==> src/sic_cfg.svh <==
/*
 * Constants of the special instruction unit: opcodes, field positions,
 * reset values and timing counts.
 * Assumes that it is included by its bare name from every design file.
 */
// Contract
// - Load-enable copies its 4-bit immediate into the function-enable register.
// - Accumulator-swap exchanges accumulator with serial shift/counter register.
// - Accumulator-swap also updates the logic clock output per enable setting.
// - Indirect jump loads counter bits 7:0 from the store byte at {pc hi, A, M}.
// - Indirect jump takes exactly 2 instruction cycles when executed.
// - Edge latches set when their line falls and stays low two instruction times.
// - Latch-read puts line-3 latch in A3, line-0 latch in A0, clears both.
// - Latch-read always writes zero to A1 and one to A2.
// - Edge latches keep their state through reset.
// - Table-load pushes, reads byte at {pc hi, A, M} into Q, then pops.
// - Table-load leaves old second stack level in third level.
// - Table-load takes two instruction cycles when executed.
// - A 10-bit time base divides instruction clock by 1024, flags each wrap.
// - Timer-skip skips next instruction and clears flag when set.
// - Instruction clock is the oscillator divided by 32.
// - Skipped bytes take one cycle each; skipped indirect jump or table-load one.
// - Store is 32 pages of 64 words; counter counts across pages.
// - Paging jumps and indirect accesses in a page's last word use the next page.
// - During address strobe device drives low address bits, memory drivers off.
// - After strobe memory drives data; upper three address bits on own outputs.
// - Return stack holds three 11-bit levels, pushed on call, popped on return.
`ifndef SIC_CFG_SVH
`define SIC_CFG_SVH
`define DIV_RATIO     32
`define TB_WIDTH      10
`define IL_MIN_INSTR  2
`define PC_RESET      11'h000
`define NIB_RESET     4'h0
`define OP_CLEAR_ACC_OP       8'h00
`define OP_SKT        8'h41
`define OP_RET        8'h48
`define OP_RETSK      8'h49
`define OP_XAS        8'h4f
`define OP_TABLE_LOAD_OP       8'hbf
`define OP_JID        8'hff
`define OP_PFX_IO     8'h33
`define OP_PFX_RAM    8'h23
`define OP_JMP_HI     4'h6
`define OP_SUBPAGE_CALL_OP_HI    2'h2
`define OP_JP_HI      2'h3
`define OP2_READ_INPUTS_OP      8'h28
`define OP2_READ_EDGE_LATCHES_OP      8'h29
`define OP2_LEI_HI    4'h6
`define SUBPAGE_HI    5'h02
`define TWIN_PAGE_HI  4'h1
`define READ_EDGE_LATCHES_OP_FILL     2'h2
`define EN_SHIFT_BIT  0
`endif

==> src/sic_pkg.sv <==
/*
 * Types shared by the special instruction unit.
 * Assumes nothing beyond a SystemVerilog compiler.
 */
package sic_pkg;
   typedef enum logic [1:0] {ST_FETCH, ST_OPERAND, ST_INDIRECT} core_state_e;
   typedef logic [10:0] rom_addr_t;
   typedef logic [3:0]  nibble_t;
endpackage : sic_pkg

==> src/tick_if.sv <==
/*
 * Instruction-rate timing carried from the time-base generator to the core.
 * Assumes both ends run on the same oscillator clock.
 */
`timescale 1ns/1ps
interface tick_if;
   logic instr_end;
   logic first_half;
   logic tb_ovf;
   modport src (output instr_end, first_half, tb_ovf);
   modport snk (input instr_end, first_half, tb_ovf);
endinterface : tick_if

==> src/special_instruction_unit.sv <==
/*
 * Top of the special instruction unit: fetch sequencer toward an external
 * program store, program counter with a three-level return stack, and the
 * unusual instructions of the 4-bit core.
 * Assumes clk_i is the 20 MHz oscillator, an external address latch and
 * memory on the multiplexed port, and same-clock logic for the RAM operand
 * and the carry flag.
 */
`timescale 1ns/1ps
`include "sic_cfg.svh"

module special_instruction_unit (
   input  wire logic              clk_i,
   input  wire logic              resetn_i,
   input  wire logic [7:0]        rom_ad_i,
   output logic      [7:0]        rom_ad_o,
   output logic                   rom_ad_oe_o,
   output logic                   addr_phase_o,
   output logic      [2:0]        rom_addr_hi_o,
   input  wire logic [3:0]        in_pins_i,
   input  wire logic              si_i,
   output logic                   so_o,
   output logic                   logic_clock_out_o,
   input  wire sic_pkg::nibble_t  ram_operand_i,
   input  wire logic              carry_i,
   output sic_pkg::nibble_t       acc_o,
   output sic_pkg::nibble_t       enable_o,
   output logic      [7:0]        q_o,
   output sic_pkg::rom_addr_t     program_counter_o,
   output logic                   skip_o
);
   import sic_pkg::*;

   // ------------------------------------------------------------
   // Shared timing and pin synchronisers
   // ------------------------------------------------------------
   tick_if tick ();

   timebase_gen u_timebase (
      .clk_i    (clk_i),
      .resetn_i (resetn_i),
      .tick     (tick.src)
   );

   logic [7:0] ad_s1;
   logic [7:0] ad_s2;
   logic [3:0] in_s1;
   logic [3:0] in_s2;
   logic       si_s1;
   logic       si_s2;
   logic       si_prev;

   // Every pin passes two flops; only the second stage is decoded, except si, whose third flop feeds the falling-edge detect.
   always_ff @(posedge clk_i) begin
      ad_s1   <= rom_ad_i;
      ad_s2   <= ad_s1;
      in_s1   <= in_pins_i;
      in_s2   <= in_s1;
      si_s1   <= si_i;
      si_s2   <= si_s1;
      si_prev <= si_s2;
   end

   wire       instr_end = tick.instr_end;
   wire [7:0] data_byte = ad_s2;
   wire       si_fall   = si_prev & ~si_s2;

   // ------------------------------------------------------------
   // Architectural state
   // ------------------------------------------------------------
   core_state_e state_reg;
   core_state_e state_next;
   logic [7:0]  opc_reg;
   rom_addr_t   pc_reg;
   rom_addr_t   pc_next;
   rom_addr_t   fetch_reg;
   rom_addr_t   fetch_next;
   rom_addr_t   sa_reg;
   rom_addr_t   sb_reg;
   rom_addr_t   sc_reg;
   nibble_t     acc_reg;
   nibble_t     acc_next;
   nibble_t     en_reg;
   nibble_t     sio_reg;
   nibble_t     sio_next;
   logic [7:0]  q_reg;
   logic        table_load_op_mode_reg;
   logic        skl_reg;
   logic        sk_reg;
   logic        so_reg;
   logic        tb_flag_reg;
   logic        skip_reg;
   logic        skip_next;
   logic        addr_phase_reg;
   logic [1:0]  il_w;

   // ------------------------------------------------------------
   // Instruction decode
   // ------------------------------------------------------------
   wire in_fetch = (state_reg == ST_FETCH);
   wire in_oper  = (state_reg == ST_OPERAND);
   wire in_ind   = (state_reg == ST_INDIRECT);

   // Prefixed and long-jump opcodes carry a second byte that a skip must also eat.
   wire two_byte = (data_byte == `OP_PFX_IO) | (data_byte == `OP_PFX_RAM) |
                   (data_byte[7:4] == `OP_JMP_HI);
   wire f_run    = instr_end & in_fetch & ~skip_reg;
   wire o_run    = instr_end & in_oper & ~skip_reg;
   wire skip_eat = instr_end & skip_reg & ~(in_fetch & two_byte);

   wire do_clear_acc_op  = f_run & (data_byte == `OP_CLEAR_ACC_OP);
   wire do_skt   = f_run & (data_byte == `OP_SKT);
   wire do_retsk = f_run & (data_byte == `OP_RETSK);
   wire do_ret   = f_run & (data_byte == `OP_RET) | do_retsk;
   wire do_xas   = f_run & (data_byte == `OP_XAS);
   wire do_jid   = f_run & (data_byte == `OP_JID);
   wire do_table_load_op  = f_run & (data_byte == `OP_TABLE_LOAD_OP);
   wire do_subpage_call_op  = f_run & (data_byte[7:6] == `OP_SUBPAGE_CALL_OP_HI) & (data_byte != `OP_TABLE_LOAD_OP);
   wire do_jp    = f_run & (data_byte[7:6] == `OP_JP_HI) & (data_byte != `OP_JID);
   wire io_pfx   = o_run & (opc_reg == `OP_PFX_IO);
   wire do_lei   = io_pfx & (data_byte[7:4] == `OP2_LEI_HI);
   wire do_read_inputs_op  = io_pfx & (data_byte == `OP2_READ_INPUTS_OP);
   wire do_read_edge_latches_op  = io_pfx & (data_byte == `OP2_READ_EDGE_LATCHES_OP);
   wire do_jmp   = o_run & (opc_reg[7:4] == `OP_JMP_HI);
   wire do_jsr   = do_jmp & opc_reg[3];
   wire jid_end  = instr_end & in_ind & ~table_load_op_mode_reg;
   wire table_load_op_end = instr_end & in_ind & table_load_op_mode_reg;
   wire do_push  = do_subpage_call_op | do_jsr | do_table_load_op;
   wire do_pop   = do_ret | table_load_op_end;

   // ------------------------------------------------------------
   // Address arithmetic
   // ------------------------------------------------------------
   // The incremented counter pc_inc is past the current word, so page-relative targets
   // taken from it follow into the next page when the opcode sits last.
   wire rom_addr_t pc_inc   = pc_reg + 11'h001;
   wire rom_addr_t ind_addr = {pc_inc[10:8], acc_reg, ram_operand_i};
   wire            twin_pg  = (pc_inc[10:7] == `TWIN_PAGE_HI);
   wire rom_addr_t jp_addr  = twin_pg ? {pc_inc[10:7], data_byte[6:0]}
                                      : {pc_inc[10:6], data_byte[5:0]};

   // Priority order: indirect completion, returns, the first-cycle jumps, then the long jump.
   assign pc_next = jid_end ? {pc_reg[10:8], data_byte} :
                    do_pop  ? sa_reg :
                    do_table_load_op ? ind_addr :
                    do_subpage_call_op ? {`SUBPAGE_HI, data_byte[5:0]} :
                    do_jp   ? jp_addr :
                    do_jmp  ? {opc_reg[2:0], data_byte} :
                    pc_inc;

   // An indirect jump fetches its pointer byte while the counter only steps.
   assign fetch_next = do_jid ? ind_addr : pc_next;

   // ------------------------------------------------------------
   // Data paths
   // ------------------------------------------------------------
   assign acc_next = do_clear_acc_op ? `NIB_RESET :
                     do_xas  ? sio_reg :
                     do_read_inputs_op ? in_s2 :
                     do_read_edge_latches_op ? {il_w[1], `READ_EDGE_LATCHES_OP_FILL, il_w[0]} :
                     acc_reg;

   wire nibble_t sio_shift = {sio_reg[2:0], si_s2};
   wire nibble_t sio_count = sio_reg + 4'h1;
   wire          shift_md  = en_reg[`EN_SHIFT_BIT];

   // In shift mode one bit moves per instruction, so four cycles fill it.
   assign sio_next = do_xas   ? acc_reg :
                     shift_md ? (instr_end ? sio_shift : sio_reg) :
                     (si_fall ? sio_count : sio_reg);

   // A fresh overflow beats the clear made by the test in the same cycle.
   wire tb_flag_next = tick.tb_ovf | (tb_flag_reg & ~do_skt);

   assign skip_next = (do_skt & tb_flag_reg) | do_retsk ? 1'b1 :
                      skip_eat ? 1'b0 : skip_reg;

   // ------------------------------------------------------------
   // Sequencer
   // ------------------------------------------------------------
   // Second bytes are walked through even when skipped; a skipped indirect
   // opcode never enters the indirect state and so costs one cycle.
   always_comb begin
      state_next = state_reg;
      unique case (state_reg)
         ST_FETCH: begin
            if (instr_end & two_byte) begin
               state_next = ST_OPERAND;
            end else if (do_jid | do_table_load_op) begin
               state_next = ST_INDIRECT;
            end
         end
         ST_OPERAND: begin
            if (instr_end) begin
               state_next = ST_FETCH;
            end
         end
         ST_INDIRECT: begin
            if (instr_end) begin
               state_next = ST_FETCH;
            end
         end
         default: begin
            state_next = ST_FETCH;
         end
      endcase
   end

   // Control registers that move only at the end of an instruction cycle.
   always_ff @(posedge clk_i) begin
      if (!resetn_i) begin
         state_reg     <= ST_FETCH;
         pc_reg        <= `PC_RESET;
         fetch_reg     <= `PC_RESET;
         opc_reg       <= `OP_CLEAR_ACC_OP;
         table_load_op_mode_reg <= 1'b0;
      end else if (instr_end) begin
         state_reg     <= state_next;
         pc_reg        <= pc_next;
         fetch_reg     <= fetch_next;
         opc_reg       <= data_byte;
         table_load_op_mode_reg <= do_table_load_op;
      end
   end

   // Return stack: a push shifts older levels down, a pop shifts them up and
   // leaves the bottom level in place, which is how table-load copies B to C.
   always_ff @(posedge clk_i) begin
      if (!resetn_i) begin
         sa_reg <= `PC_RESET;
         sb_reg <= `PC_RESET;
         sc_reg <= `PC_RESET;
      end else if (do_push) begin
         sa_reg <= pc_inc;
         sb_reg <= sa_reg;
         sc_reg <= sb_reg;
      end else if (do_pop) begin
         sa_reg <= sb_reg;
         sb_reg <= sc_reg;
      end
   end

   // Working registers of the special instructions.
   always_ff @(posedge clk_i) begin
      if (!resetn_i) begin
         acc_reg     <= `NIB_RESET;
         en_reg      <= `NIB_RESET;
         sio_reg     <= `NIB_RESET;
         q_reg       <= 8'h00;
         skl_reg     <= 1'b0;
         tb_flag_reg <= 1'b0;
         skip_reg    <= 1'b0;
      end else begin
         acc_reg     <= acc_next;
         sio_reg     <= sio_next;
         tb_flag_reg <= tb_flag_next;
         skip_reg    <= skip_next;
         if (do_lei) begin
            en_reg <= data_byte[3:0];
         end
         if (table_load_op_end) begin
            q_reg <= data_byte;
         end
         if (do_xas) begin
            skl_reg <= carry_i;
         end
      end
   end

   // ------------------------------------------------------------
   // Pin drivers
   // ------------------------------------------------------------
   // Outputs are registered; the strobe lags the phase by one clock, which
   // still leaves the memory most of the half cycle to drive its data.
   always_ff @(posedge clk_i) begin
      if (!resetn_i) begin
         addr_phase_reg <= 1'b0;
         sk_reg         <= 1'b0;
         so_reg         <= 1'b0;
      end else begin
         addr_phase_reg <= tick.first_half;
         sk_reg         <= shift_md ? (skl_reg & tick.first_half) : skl_reg;
         so_reg         <= shift_md & sio_reg[3];
      end
   end

   edge_latch #(
      .LINES (2)
   ) u_edge (
      .clk_i    (clk_i),
      .resetn_i (resetn_i),
      .level_i  ({in_s2[3], in_s2[0]}),
      .clear_i  (do_read_edge_latches_op),
      .latch_o  (il_w)
   );

   assign rom_ad_o          = fetch_reg[7:0];
   assign rom_ad_oe_o       = addr_phase_reg;
   assign addr_phase_o      = addr_phase_reg;
   assign rom_addr_hi_o     = fetch_reg[10:8];
   assign so_o              = so_reg;
   assign logic_clock_out_o = sk_reg;
   assign acc_o             = acc_reg;
   assign enable_o          = en_reg;
   assign q_o               = q_reg;
   assign program_counter_o = pc_reg;
   assign skip_o            = skip_reg;
endmodule : special_instruction_unit

==> src/timebase_gen.sv <==
/*
 * Oscillator divider giving the instruction-cycle enable, and the
 * free-running time-base counter that flags each wrap.
 * Assumes one clock and a synchronous active-low reset.
 */
`timescale 1ns/1ps
`include "sic_cfg.svh"
module timebase_gen #(
   parameter int DIV      = `DIV_RATIO,
   parameter int TB_WIDTH = `TB_WIDTH
) (
   input  wire logic clk_i,
   input  wire logic resetn_i,
   tick_if.src       tick
);
   import sic_pkg::*;
   localparam int            PW   = $clog2(DIV);
   localparam logic [PW-1:0] LAST = PW'(DIV - 1);
   localparam logic [PW-1:0] HALF = PW'(DIV / 2);

   logic [PW-1:0]       phase_reg;
   logic [TB_WIDTH-1:0] tb_reg;
   wire                 last_phase = (phase_reg == LAST);

   // Phase counter and time base; the time base steps once per instruction.
   always_ff @(posedge clk_i) begin
      if (!resetn_i) begin
         phase_reg <= '0;
         tb_reg    <= '0;
      end else begin
         phase_reg <= last_phase ? '0 : phase_reg + 1'b1;
         if (last_phase) begin
            tb_reg <= tb_reg + 1'b1;
         end
      end
   end

   // Rate outputs are pure decodes of the phase and the time base, so they never drift apart.
   assign tick.instr_end  = last_phase;
   assign tick.first_half = (phase_reg < HALF);
   assign tick.tb_ovf     = last_phase & (&tb_reg);
endmodule : timebase_gen

==> src/edge_latch.sv <==
/*
 * Falling-edge latches with a minimum-low filter, one per watched line.
 * Assumes level_i is already synchronised to clk_i.
 */
`timescale 1ns/1ps
`include "sic_cfg.svh"
module edge_latch #(
   parameter int LINES    = 2,
   parameter int MIN_CLKS = `IL_MIN_INSTR * `DIV_RATIO
) (
   input  wire logic             clk_i,
   input  wire logic             resetn_i,
   input  wire logic [LINES-1:0] level_i,
   input  wire logic             clear_i,
   output logic      [LINES-1:0] latch_o
);
   localparam int            CW       = $clog2(MIN_CLKS);
   localparam logic [CW-1:0] CNT_LAST = CW'(MIN_CLKS - 1);

   for (genvar i = 0; i < LINES; i++) begin : g_line
      logic [CW-1:0] low_cnt_reg;
      logic          armed_reg;
      // Power-up value only, not a reset: a reset must leave the latch alone.
      logic          latch_reg = 1'b0;
      wire           fire = armed_reg & ~level_i[i] & (low_cnt_reg == CNT_LAST);

      // Counting every clock of the low level rejects anything shorter than the minimum.
      always_ff @(posedge clk_i) begin
         if (!resetn_i) begin
            low_cnt_reg <= '0;
            armed_reg   <= 1'b0;
         end else if (level_i[i]) begin
            low_cnt_reg <= '0;
            armed_reg   <= 1'b1;
         end else if (armed_reg) begin
            low_cnt_reg <= low_cnt_reg + 1'b1;
            armed_reg   <= ~fire;
         end
      end

      // The latch has no reset on purpose; a new edge beats a clear.
      always_ff @(posedge clk_i) begin
         if (fire) begin
            latch_reg <= 1'b1;
         end else if (clear_i) begin
            latch_reg <= 1'b0;
         end
      end
      assign latch_o[i] = latch_reg;

   end
endmodule : edge_latch

==> config.mk <==
export PLATFORM = sky130hd
export DESIGN_NAME = special_instruction_unit
export DESIGN_NICKNAME = d
export VERILOG_FILES = /design/src/sic_pkg.sv /design/src/tick_if.sv /design/src/special_instruction_unit.sv /design/src/timebase_gen.sv /design/src/edge_latch.sv
export VERILOG_INCLUDE_DIRS = /design/src
export SDC_FILE = /design/constraint.sdc
export NUM_CORES = 1
export LEC_CHECK = 0
export BUFFER_PORTS_ARGS = -buffer_cell sky130_fd_sc_hd__buf_2
export CORE_MARGIN = 4
export CORE_UTILIZATION = 25
export CTS_CLUSTER_SIZE = 24
export DETAILED_ROUTE_END_ITERATION = 16
export PLACE_DENSITY = 0.44
export SETUP_SLACK_MARGIN = 0.5
export SYNTH_ARGS = -nofsm -noshare
export SYNTH_HDL_FRONTEND = slang
export SYNTH_SLANG_ARGS = --single-unit
==> constraint.sdc <==
create_clock -name clk_i -period 3.9 [get_ports clk_i]
set_clock_uncertainty 0.1 [all_clocks]
set_input_delay 0.39 -clock clk_i [delete_from_list [all_inputs] [get_ports clk_i]]
set_output_delay 0.39 -clock clk_i [all_outputs]
set_load 0.02 [all_outputs]
==> results.md <==
- Run status: complete, no violations
- Hold Crit Start: carry_i
- Synthesis-stage register bit count: 150
- Antenna-violating nets left: 0
- Maximum clock rate: 330 MHz
- Req. time, crit path: 4140 ps
- Yosys Warn Count: 0
- Synth cell types: 68
- Synth area leader: dfxtp_1
- Clock Latency Late Sink: 430 ps
- Synth async-reset ratio: 0
- Clock share of power: 0.500
- Synth Area per Inst: 8.61 µm²
- # Post-CTS Setup Buffers: 0
- Post-Synthesis Cell Area: 0.00636 mm²
- Die Y-Extent: 167 µm
- Sw Ratio: 0.243
- Worst reg2reg path startpoint: u_timebase.phase_reg[0]
- Antenna diodes: 0
- CTS resizes: 0
- Top-area cell type share of the netlist area: 0.472
- Commonest non-fill, non-tap cells in the layout: dfxtp_1, nand2_1, nor2_1, buf_2, a21oi_1
- Wire length per cell after detailed routing: 16.2 µm
- CTS tree: yes
- Setup CP Type: flop to flop
- CP arrival: 3270 ps
- Max FFs per register: 12
- Worst-Margin Slew: 911 ps
- Top Usage Layer GRT: met2
- Synth area leaders: dfxtp_1, nand2_1, nor2_1
- First-pass DRT Iterations: 5
- Overall Global Routing Usage: 0.133
- Worst setup path start: u_timebase.phase_reg[0]
- Share of cells above drive strength 1: 0.160
- RSZ-0062 raised after global routing: no
- DP Wirelength: 12900 µm
- Total grt overflow: 0
- Slew Limit Fails: 0
- Static Leak: 2.92 nW
- Post-synth EDFFs: 0
- Worst relative slew slack: 0.390
- Vias in the first global route: 5130
- Global-route wire length before repair: 29700 µm
- Met3 usage: 0.0283
- Final Wtd Congestion: 0.789
- Clock sink count: 150
- Die X: 167 µm
- Drt initial violations: 441
- GR Util met1: 0.194
- Crit share post-route: 0.776
- Multi-input gate area: 0.00314 mm²
- Power Density: 431 mW/mm²
- Die ar.: 0.0280 mm²
- WL final: 18600 µm
- Final Hold Viols: 0
- Pint: 0.00251 W
- Maximum fanout along the worst path: 20
- Combinational fraction of design power: 0.027
- Site Rows: 58
- DRC Markers: 0
- Sequential share of power: 0.474
- Storage element area: 0.00300 mm²
- VDD IR max: 0.239 mV
- Area grow syn2layout: 21.1%
- Worst min-delay path category: input port to flop
- Nets: 828
- P_sw: 0.000807 W
- # H-tree levels: 4
- Most common cell after layout, fill and taps aside: dfxtp_1
- Setup_tns: 0 ps
- Top FF cell, synth: dfxtp_1
- Root buf cell: clkbuf_16
- IO Port Bufs: 62
- Cts bufs inserted: 17
- Post-Syn Instances: 738
- Sequential area share after synthesis: 0.472
- Worst setup SP type: flop
- Max_cap viols: 0
- Reg clk slew, reported paths: 70 ps
- CP endpoint kind: flop
- Largest net degree at the start of global routing: 66
- Final Setup Violations: 0
- Via count: 5417
- Net Count, Synth: 765
- Fin area: 0.00770 mm²
- Top Ports: 63
- Tmin final: 3030 ps
- Initial core utilization: 0.253
- FILL cells: 2697
- Placement Cell Area: 0.00697 mm²
- M2 GR Usage: 0.195
- Avg Vias per Cell: 4.74
- Core ar.: 0.0251 mm²
- Initial antenna violation count: 0
- Max Root-Sink Buffers: 2
- Hold-fix buffers, CTS: 13
-- power by group through the flow --
stage	Clock (W)	Combinational (W)	Sequential, W
CTS	0.00171	0.0000907	0.00157
global route	0.00177	0.0000997	0.00158
floorplan	0	0.0000557	0.00160
global placement	0	0.0000820	0.00161
finish	0.00166	0.0000894	0.00157
detailed placement	0	0.0000809	0.00161
-- cell families (layout without fill, tap and decap cells) --
family          Yosys count  in the layout  synth area share
simple gates            320            320             0.230
mux                      20             20            0.0323
compound gates          171            171             0.184
xor+xnor                 23             23            0.0317
fa+ha+maj                 7              7            0.0138
flops                   150            150             0.472
buf+inv                  47            123            0.0356
-- routing by layer --
metal | wire (µm) | vias to the layer above
met4 | 287 | 0
met2 | 7950 | 128
met5 | 0 | -
li1 | - | 2741
met3 | 857 | 14
met1 | 9480 | 2534
-- stage by stage --
stage	hold slack, ps	utilization	total power, W	std cells	setup slack (ps)
finish	92.1	0.307	0.00332	1144	872
global route	95.6	0.307	0.00345	1144	546
CTS	66.7	0.307	0.00338	1144	836
detailed placement	212	0.278	0.00169	1099	864
global placement	210	0.278	0.00169	1099	1030
floorplan	210	-	0.00165	738	1440
-- critical path, stage by stage (launching register included) --
cell and delay, ps:
dfxtp_1 360, ha_1 180, and3_1 160, ha_1 210, buf_4 280, and4b_1 270, and3_1 460, nand2_1 100
nand2_1 530, nand2_1 120, a21oi_1 160
-- layout make-up --
class | count | share of cell area
multi-input combinational | 541 | 0.408
sequential | 150 | 0.390
timing repair buffer | 88 | 0.0699
clock buffer | 18 | 0.0570
tap | 330 | 0.0536
clock inverter | 14 | 0.0202
inverter | 3 | 0.00146
-- cell usage after synthesis (4+ instances only) --
library cell / count
nand2_1: 139
a31oi_1: 5
ha_1: 7
or2_2: 5
nor2b_1: 5
buf_4: 6
buf_2: 10
o21ai_1: 6
xor2_1: 14
o211ai_1: 5
mux2i_1: 16
clkbuf_1: 23
and3_1: 14
o311a_1: 4
a21oi_1: 49
nand3_1: 13
a311oi_1: 17
nor2_1: 87
nor3_1: 9
dfxtp_1: 150
nand2b_1: 9
a211oi_1: 5
mux2_2: 4
and2_1: 5
or3_1: 6
o21ai_0: 32
xnor2_1: 9
nand4_1: 11
-- final timing paths --
kind	to	depth (start not counted)	slack [ps]
hold reg to reg	in_s2[0]	0	230
setup reg to reg	sc_reg[5]	10	870
hold / removal	skl_reg	3	90
setup / recovery	sc_reg[5]	10	870
No activity file was read; power rests on OpenSTA's default activity.
